**config.mk**
```make
export PLATFORM = sky130hd
export DESIGN_NAME = adcsq_top
export DESIGN_NICKNAME = d
export VERILOG_FILES = /design/src/pkg/adcsq_pkg.sv /design/src/verilog/adcsq_limit.sv /design/src/verilog/adcsq_top.sv
export SDC_FILE = /design/constraint.sdc
export NUM_CORES = 1
export LEC_CHECK = 0
export ABC_CLOCK_PERIOD_IN_PS = 4500
export BUFFER_PORTS_ARGS = -buffer_cell sky130_fd_sc_hd__buf_2
export CAP_MARGIN = 15
export CORE_MARGIN = 2
export CORE_UTILIZATION = 62
export CTS_CLUSTER_DIAMETER = 30
export DETAILED_ROUTE_END_ITERATION = 7
export PLACE_DENSITY = 0.92
export SYNTH_ARGS = -nofsm -noshare
export SYNTH_HDL_FRONTEND = slang
export SYNTH_HIERARCHICAL = 1
export SYNTH_SLANG_ARGS = --single-unit
```
**constraint.sdc**
```tcl
create_clock -name ref_clk -period 4.5 [get_ports ref_clk]
set_clock_uncertainty 0.1 [all_clocks]
set_input_delay 1.125 -clock ref_clk [delete_from_list [all_inputs] [get_ports ref_clk]]
set_output_delay 1.125 -clock ref_clk [all_outputs]
set_load 0.03 [all_outputs]
```
**src/pkg/adcsq_pkg.sv**
```systemverilog
// Constants, register map and state encodings for the ADC sequencer control.
// Assumes a single 200 MHz core clock and an SFR-style register port.
package adcsq_pkg;
	localparam logic [7:0] ADCSQ_TRACK_CFG_ADDR  = 8'hba;
	localparam logic [7:0] ADCSQ_LIMIT_FLAGS_ADDR = 8'hc7;
	localparam logic [7:0] ADCSQ_CONTROL_ADDR    = 8'he8;
	localparam logic [7:0] ADCSQ_SAR_CFG_ADDR    = 8'hbc;
	localparam logic [7:0] ADCSQ_POINTER_ADDR    = 8'hc3;
	localparam logic [7:0] ADCSQ_WINDOW_ADDR     = 8'hc4;
	localparam logic [7:0] ADCSQ_TS01_IADDR      = 8'h00;
	localparam logic [7:0] ADCSQ_TS67_IADDR      = 8'h03;
	localparam logic [7:0] ADCSQ_TEMP_LTL_IADDR  = 8'h3f;
	localparam logic [7:0] ADCSQ_TRACK_CFG_RESET = 8'hff;
	localparam logic [7:0] ADCSQ_SAR_CFG_RESET   = 8'hf8;
	localparam logic [7:0] ADCSQ_ZERO_RESET      = 8'h00;
	localparam int ADCSQ_CTRL_EN_BIT    = 7;
	localparam int ADCSQ_CTRL_BURST_BIT = 6;
	localparam int ADCSQ_PWR_LSB  = 4;
	localparam int ADCSQ_TM_LSB   = 2;
	localparam int ADCSQ_TK_LSB   = 0;
	localparam int ADCSQ_SC_LSB   = 3;
	localparam int ADCSQ_CLK_MHZ  = 200;
	localparam int ADCSQ_PWR_UNIT_NS = 200;
	localparam logic [7:0] ADCSQ_PWR_UNIT_CYC = 8'(ADCSQ_PWR_UNIT_NS * ADCSQ_CLK_MHZ / 1000);
	localparam logic [4:0] ADCSQ_CONV_SAR_CYC = 5'h0d;
	localparam logic [1:0] ADCSQ_EDGE_CORE_CYC = 2'h2;
	localparam logic [1:0] ADCSQ_TM_RESERVED = 2'h0;
	localparam logic [1:0] ADCSQ_TM_POST = 2'h1;
	localparam logic [1:0] ADCSQ_TM_PRE  = 2'h2;
	localparam logic [1:0] ADCSQ_TM_DUAL = 2'h3;
	typedef enum logic [2:0] {
		ADCSQ_IDLE   = 3'b000,
		ADCSQ_POWER  = 3'b001,
		ADCSQ_START  = 3'b010,
		ADCSQ_TRACK  = 3'b011,
		ADCSQ_CONV   = 3'b100,
		ADCSQ_FINISH = 3'b101
	} adcsq_state_t;
endpackage : adcsq_pkg

```
**src/verilog/adcsq_limit.sv**
```systemverilog
// One channel limit comparator with its result flag.
// Assumes the limits are held stable while a result is being checked.
`timescale 1ns/1ps
`default_nettype none
module adcsq_limit
	import adcsq_pkg::*;
(
	input  wire logic        ref_clk,
	input  wire logic        nrst,
	input  wire logic        check,
	input  wire logic [11:0] result,
	input  wire logic [11:0] high_limit,
	input  wire logic [11:0] low_limit,
	output logic             flag
);
	logic flag_reg;
	logic flag_next;
	logic hit;
	always_comb begin
		if (low_limit > high_limit) begin
			hit = (result > high_limit) && (result < low_limit);
		end else begin
			hit = (result < low_limit) || (result > high_limit);
		end
		flag_next = check ? hit : flag_reg;
	end
	always_ff @(posedge ref_clk or negedge nrst) begin
		if (!nrst) begin
			flag_reg <= 1'b0;
		end else begin
			flag_reg <= flag_next;
		end
	end
	assign flag = flag_reg;
endmodule : adcsq_limit
`default_nettype wire

```
**src/verilog/adcsq_top.sv**
```systemverilog
// Sequencer control: SFR port, indirect space, power, tracking and conversion timing.
// Assumes single-cycle SFR reads and writes and an external SAR data path.
`timescale 1ns/1ps
`default_nettype none
module adcsq_top
	import adcsq_pkg::*;
(
	input  wire logic        ref_clk,
	input  wire logic        nrst,
	input  wire logic [7:0]  sfr_addr,
	input  wire logic        sfr_wr,
	input  wire logic        sfr_rd,
	input  wire logic [7:0]  sfr_wdata,
	output logic      [7:0]  sfr_rdata,
	output logic             sfr_hit,
	input  wire logic        start_conv,
	input  wire logic [11:0] sar_result,
	input  wire logic [2:0]  result_channel,
	input  wire logic        result_valid,
	input  wire logic [95:0] high_limits,
	input  wire logic [95:0] low_limits,
	input  wire logic [2:0]  slot_index,
	output logic      [3:0]  analog_input_mux,
	output logic      [7:0]  limit_flags,
	output logic             adc_powered,
	output logic             tracking,
	output logic             converting,
	output logic             sar_clk_tick,
	output logic             conv_done,
	output logic      [1:0]  tracking_mode_sel,
	output logic             mode_reserved,
	output logic      [7:0]  temp_low_limit_lo
);
	logic [7:0] ctrl_reg;
	logic [7:0] ctrl_next;
	logic [7:0] track_reg;
	logic [7:0] track_next;
	logic [7:0] sarcfg_reg;
	logic [7:0] sarcfg_next;
	logic [7:0] pointer_reg;
	logic [7:0] pointer_next;
	logic [7:0] slot_reg [0:3];
	logic [7:0] slot_next [0:3];
	logic [7:0] templ_reg;
	logic [7:0] templ_next;
	logic [7:0] rdata_reg;
	logic [7:0] rdata_next;
	adcsq_state_t state_reg;
	adcsq_state_t state_next;
	logic [11:0] wait_reg;
	logic [11:0] wait_next;
	logic [4:0] sdiv_reg;
	logic [4:0] sdiv_next;
	logic [4:0] sar_cnt_reg;
	logic [4:0] sar_cnt_next;
	logic [4:0] post_sar_len;
	logic converter_enable_bit;
	logic burst_mode_on;
	logic [3:0] burst_powerup_delay;
	logic [1:0] post_track_len;
	logic [4:0] sar_div;
	logic sar_tick;
	logic window_sel;
	logic [7:0] ind_rdata;

	function automatic logic [3:0] slot_field(input logic [7:0] pair, input logic upper);
		slot_field = upper ? pair[7:4] : pair[3:0];
	endfunction : slot_field

	assign converter_enable_bit = ctrl_reg[ADCSQ_CTRL_EN_BIT];
	assign burst_mode_on        = ctrl_reg[ADCSQ_CTRL_BURST_BIT];
	assign burst_powerup_delay  = track_reg[ADCSQ_PWR_LSB +: 4];
	assign tracking_mode_sel    = track_reg[ADCSQ_TM_LSB +: 2];
	assign post_track_len       = track_reg[ADCSQ_TK_LSB +: 2];
	assign sar_div              = sarcfg_reg[ADCSQ_SC_LSB +: 5];
	assign mode_reserved        = (tracking_mode_sel == ADCSQ_TM_RESERVED);
	assign window_sel           = (sfr_addr == ADCSQ_WINDOW_ADDR);
	// A divider lowered below the running count ticks at once instead of wrapping.
	assign sar_tick             = (sdiv_reg >= sar_div);
	assign post_sar_len         = 5'h02 << post_track_len;
	assign analog_input_mux     = slot_field(slot_reg[slot_index[2:1]], slot_index[0]);

	always_comb begin
		ind_rdata = 8'h00;
		if (pointer_reg <= ADCSQ_TS67_IADDR) begin
			ind_rdata = slot_reg[pointer_reg[1:0]];
		end else if (pointer_reg == ADCSQ_TEMP_LTL_IADDR) begin
			ind_rdata = templ_reg;
		end
	end

	always_comb begin
		ctrl_next    = ctrl_reg;
		track_next   = track_reg;
		sarcfg_next  = sarcfg_reg;
		pointer_next = pointer_reg;
		templ_next   = templ_reg;
		rdata_next   = rdata_reg;
		for (int i = 0; i < 4; i++) begin
			slot_next[i] = slot_reg[i];
		end
		if (sfr_wr) begin
			unique case (sfr_addr)
				ADCSQ_CONTROL_ADDR:   ctrl_next = sfr_wdata & 8'hc7;
				ADCSQ_TRACK_CFG_ADDR: track_next = sfr_wdata;
				ADCSQ_SAR_CFG_ADDR:   sarcfg_next = sfr_wdata & 8'hfe;
				ADCSQ_POINTER_ADDR:   pointer_next = sfr_wdata;
				ADCSQ_WINDOW_ADDR: begin
					if (pointer_reg <= ADCSQ_TS67_IADDR) begin
						slot_next[pointer_reg[1:0]] = sfr_wdata;
					end else if (pointer_reg == ADCSQ_TEMP_LTL_IADDR) begin
						templ_next = sfr_wdata;
					end
				end
				default: ;
			endcase
		end
		if (sfr_rd) begin
			unique case (sfr_addr)
				ADCSQ_CONTROL_ADDR:     rdata_next = ctrl_reg | {3'b000, converting, 4'h0};
				ADCSQ_TRACK_CFG_ADDR:   rdata_next = track_reg;
				ADCSQ_SAR_CFG_ADDR:     rdata_next = sarcfg_reg;
				ADCSQ_POINTER_ADDR:     rdata_next = pointer_reg;
				ADCSQ_LIMIT_FLAGS_ADDR: rdata_next = limit_flags;
				default:                rdata_next = window_sel ? ind_rdata : 8'h00;
			endcase
		end
	end

	always_comb begin
		state_next   = state_reg;
		wait_next    = wait_reg;
		sar_cnt_next = sar_cnt_reg;
		sdiv_next    = sar_tick ? 5'h00 : sdiv_reg + 5'h01;
		conv_done    = 1'b0;
		unique case (state_reg)
			ADCSQ_IDLE: begin
				if (start_conv && converter_enable_bit) begin
					state_next = ADCSQ_START;
					wait_next  = {10'h000, ADCSQ_EDGE_CORE_CYC};
				end else if (start_conv && burst_mode_on) begin
					state_next = ADCSQ_POWER;
					wait_next  = 12'((burst_powerup_delay + 12'h001) * ADCSQ_PWR_UNIT_CYC);
				end
			end
			ADCSQ_POWER: begin
				wait_next = wait_reg - 12'h001;
				if (wait_reg == 12'h001) begin
					state_next = ADCSQ_START;
					wait_next  = {10'h000, ADCSQ_EDGE_CORE_CYC};
				end
			end
			ADCSQ_START: begin
				wait_next = wait_reg - 12'h001;
				if (wait_reg == 12'h001) begin
					state_next   = ADCSQ_TRACK;
					sar_cnt_next = post_sar_len;
				end
			end
			ADCSQ_TRACK: begin
				if (sar_tick) begin
					sar_cnt_next = sar_cnt_reg - 5'h01;
					if (sar_cnt_reg == 5'h01) begin
						state_next   = ADCSQ_CONV;
						sar_cnt_next = ADCSQ_CONV_SAR_CYC;
					end
				end
			end
			ADCSQ_CONV: begin
				if (sar_tick) begin
					sar_cnt_next = sar_cnt_reg - 5'h01;
					if (sar_cnt_reg == 5'h01) begin
						state_next = ADCSQ_FINISH;
						wait_next  = {10'h000, ADCSQ_EDGE_CORE_CYC};
					end
				end
			end
			ADCSQ_FINISH: begin
				wait_next = wait_reg - 12'h001;
				if (wait_reg == 12'h001) begin
					state_next = ADCSQ_IDLE;
					conv_done  = 1'b1;
				end
			end
			default: state_next = ADCSQ_IDLE;
		endcase
	end

	always_ff @(posedge ref_clk or negedge nrst) begin
		if (!nrst) begin
			ctrl_reg    <= ADCSQ_ZERO_RESET;
			track_reg   <= ADCSQ_TRACK_CFG_RESET;
			sarcfg_reg  <= ADCSQ_SAR_CFG_RESET;
			pointer_reg <= ADCSQ_ZERO_RESET;
			templ_reg   <= ADCSQ_ZERO_RESET;
			rdata_reg   <= ADCSQ_ZERO_RESET;
			for (int i = 0; i < 4; i++) begin
				slot_reg[i] <= ADCSQ_ZERO_RESET;
			end
			state_reg   <= ADCSQ_IDLE;
			wait_reg    <= 12'h000;
			sdiv_reg    <= 5'h00;
			sar_cnt_reg <= 5'h00;
		end else begin
			ctrl_reg    <= ctrl_next;
			track_reg   <= track_next;
			sarcfg_reg  <= sarcfg_next;
			pointer_reg <= pointer_next;
			templ_reg   <= templ_next;
			rdata_reg   <= rdata_next;
			for (int i = 0; i < 4; i++) begin
				slot_reg[i] <= slot_next[i];
			end
			state_reg   <= state_next;
			wait_reg    <= wait_next;
			sdiv_reg    <= sdiv_next;
			sar_cnt_reg <= sar_cnt_next;
		end
	end

	// Power is held while enabled; in burst sleep it is raised only for a conversion.
	assign adc_powered = converter_enable_bit || (burst_mode_on && state_reg != ADCSQ_IDLE);
	assign tracking    = (state_reg == ADCSQ_TRACK);
	assign converting  = (state_reg != ADCSQ_IDLE) && (state_reg != ADCSQ_POWER);
	assign sar_clk_tick = sar_tick;
	assign sfr_rdata   = rdata_reg;
	assign sfr_hit     = (sfr_addr == ADCSQ_CONTROL_ADDR) || (sfr_addr == ADCSQ_TRACK_CFG_ADDR)
		|| (sfr_addr == ADCSQ_SAR_CFG_ADDR) || (sfr_addr == ADCSQ_POINTER_ADDR)
		|| window_sel || (sfr_addr == ADCSQ_LIMIT_FLAGS_ADDR);
	assign temp_low_limit_lo = templ_reg;

	for (genvar ch = 0; ch < 8; ch++) begin : g_limit
		adcsq_limit u_limit (
			.ref_clk    (ref_clk),
			.nrst       (nrst),
			.check      (result_valid && result_channel == 3'(ch)),
			.result     (sar_result),
			.high_limit (high_limits[ch*12 +: 12]),
			.low_limit  (low_limits[ch*12 +: 12]),
			.flag       (limit_flags[ch])
		);
	end
endmodule : adcsq_top
`default_nettype wire

```
==> reports/results.txt <==
vias in the first global route: 12,550
clock-pin slew on the worst setup and hold paths: 80 ps
async set-reset flop share out of synthesis: 100.0%
unrepaired setup endpoints after global routing: false
CTS tree: built
clock insertion delay at the later pin of the skew report: 360 ps
Net Count, Synth: 1,960
Hold Violations, Final: 0
Synth-to-Final Area Change: 14.97%
Post-DRT Antenna Nets: 0
WL/cell: 19.96 um
Peak VDD IR: 230.2 uV
initial DRC count: 920
Core ar.: 0.02036 mm^2
Critical Path Fanout Max: 8
# Post-CTS Setup Buffers: 0
critical-path cell list: inv_1 -> ha_1 -> a211oi_1 -> o21ai_0 -> a21oi_1 -> clkinv_1 -> buf_2
DRC: 0
Initial Util: 63.39%
cell row count: 52
CTS Buffer Depth: 2
critical path capture point type: output pin
CP required: 3270 ps
main flop type after synthesis: dfrtp_1
# Max-Cap Violations: 0
layout cells sized above 1: 25.74%
Post-synth EDFFs: 0
post-cts resize count: 0
Seq. cell area: 0.002744 mm^2
die width: 148.3 um
Pleak: 7.936 nW
critical path's largest stage delay: 540 ps
Least-Margin Pin Slew: 917.5 ps
Final Max Tran Viols: 0
CP startpoint kind: register
Final #Nets: 2,218
via count: 12,570
pin count of the biggest net entering global routing: 110
global route overflow: 0
endpoints failing setup: 0
first drt pass iteration count: 5
commonest non-fill, non-tap cell in the layout: ha_1
H-tree levels: 3
area of the multi-input gates: 0.009255 mm^2
initial antenna violation count: 12
fill count: 1,432
Num Clock Sinks: 109
# IOs: 269
WL final: 39,440 um
cell area after synthesis: 0.01291 mm^2
DR vias/cell: 6.359
Hold Crit Class: reg2reg
synth warn: 6
die extent in y: 148.3 um
post-route insts no fill: 1,976
max reg flops: 32
Yosys cell types: 66
#FFs+latches synth: 109
Die ar.: 0.02199 mm^2
crit-path leading delay family: compound AO/OA/AOI/OAI gates
min Tclk post-route: 3796 ps
Rel. slew slack: 37.97%
CP Class: reg2out
Worst Path Buf+Inv: 3
clk root buf: clkbuf_16
GRT Util Overall: 35.34%
post-layout util: 72.89%
Post-CTS Hold Fix Bufs: 0
syn avg cell area: 9.022 um^2
count of input and output buffers: 268
post-synthesis sequential area ratio: 21.25%
placed cells: 1,948
CP Data Arrival Time: 2570 ps
gp weighted congestion: 0.9424
most frequent cells in the layout: 296 x ha_1, 267 x buf_2, 214 x inv_1
Detail Placement HPWL: 30,900 um
Worst path slowest cell: dfstp_2
status: finished clean
Synth Instances: 1,431
first-pass GRT wire length: 62,180 um
clock buffer count from CTS: 9
Peak Freq: 0.2634 GHz
Tcrit/Tclk final: 84.36%
Pwr per Cell Area: 208.9 mW/mm^2
setup TNS: 0 ps
area by class of cell:
cell class	count	area share (%)
multi-input combinational	1082	62.35
sequential	109	18.49
timing repair buffer	272	9.340
inverter	215	5.437
tap	270	2.276
clock buffer	9	1.517
clock inverter	7	0.3878
antenna	12	0.2023
where the power goes:
group | internal (mW) | switching (mW)
clock network | 0.386 | 0.416
registers | 1.05 | 0.0889
logic | 0.486 | 0.674
cells by family (layout without fill, tap and decap cells):
group	after synthesis	after routing	synth area share, %
AOI/OAI and AO/OA	355	355	19.35
xor gates and xnor gates	8	8	0.5428
adders and majority gates	297	297	28.84
buffers and inverters	240	503	7.056
DFF	109	109	21.25
muxes	96	96	9.740
other	0	12	0
and+or+nand+nor	326	326	13.22
synthesized netlist by cell type (8+ instances only):
| cell | n | area, um^2 |
|---|---|---|
| nor3b_1 | 9 | 67.56 |
| dfstp_2 | 13 | 341.6 |
| o211ai_1 | 16 | 120.1 |
| ha_1 | 296 | 3704 |
| a22oi_1 | 18 | 135.1 |
| o21ai_1 | 8 | 40.04 |
| nand2_1 | 72 | 270.3 |
| a211oi_1 | 17 | 127.6 |
| nor2_1 | 63 | 236.5 |
| o21ai_0 | 41 | 205.2 |
| inv_1 | 214 | 803.3 |
| nor3_1 | 34 | 170.2 |
| a21oi_1 | 103 | 515.5 |
| a21oi_2 | 8 | 70.07 |
| nor2b_1 | 24 | 150.1 |
| o22ai_1 | 10 | 62.56 |
| o31ai_1 | 12 | 90.09 |
| mux4_2 | 16 | 360.4 |
| o2bb2ai_1 | 8 | 70.07 |
| mux2_2 | 76 | 855.8 |
| a31oi_1 | 13 | 81.33 |
| dfrtp_1 | 96 | 2402 |
| a2111oi_2 | 16 | 240.2 |
| nand4_1 | 50 | 312.8 |
| clkbuf_1 | 20 | 75.07 |
| nand2b_1 | 9 | 56.30 |
| a22o_1 | 15 | 131.4 |
| o211ai_2 | 8 | 100.1 |
| a211o_1 | 10 | 87.58 |
| a21o_1 | 26 | 195.2 |
| nand3_1 | 36 | 180.2 |
per-layer routing:
| layer | routed length [um] | up-vias | part of all wire [%] | GRT usage [%] |
|---|---|---|---|---|
| li1 | - | 5833 | - | - |
| met3 | 3426 | 176 | 8.7 | 5.859 |
| met5 | 0 | - | 0 | 0 |
| met1 | 15230 | 5866 | 39 | 42.51 |
| met4 | 2282 | 0 | 5.8 | 20.81 |
| met2 | 18510 | 690 | 47 | 59.77 |
path summary, 6_finish.rpt:
kind,start,endpoint,slack [ps],cells after the start
max in group asynchronous,nrst,slot_reg[7],3050,2
worst min-delay path,sfr_rdata[6],sfr_rdata[6],380,1
worst max register to register,pointer_reg[0],temp_low_limit_lo[1],1380,4
worst min register to register,sfr_rdata[6],sfr_rdata[6],380,1
min in group asynchronous,nrst,g_limit[2].u_limit/flag,670,2
worst max-delay path,sarcfg_reg[5],sar_clk_tick,700,7
per-stage QoR:
| step | power, mW | hold slack [ps] | cell area [um^2] | setup WS, ps |
|---|---|---|---|---|
| after floorplan | 1.840 | 351.3 | 12910 | 831.1 |
| after global placement | 2.208 | 360.1 | 14530 | 937.5 |
| after detailed placement | 2.281 | 362.6 | 14530 | 871.1 |
| after CTS | 3.079 | 379.9 | 14810 | 730.4 |
| after global routing | 3.273 | 389.4 | 14840 | 499.8 |
| final | 3.100 | 375.8 | 14840 | 703.7 |
worst register-to-register path, cell delays in order (launching register included):
cell and delay, ps:
dfrtp_1 900, nand2_1 260, nor4_2 800, and3_1 530, mux2_2 400
(Power assumes the default switching activity.)
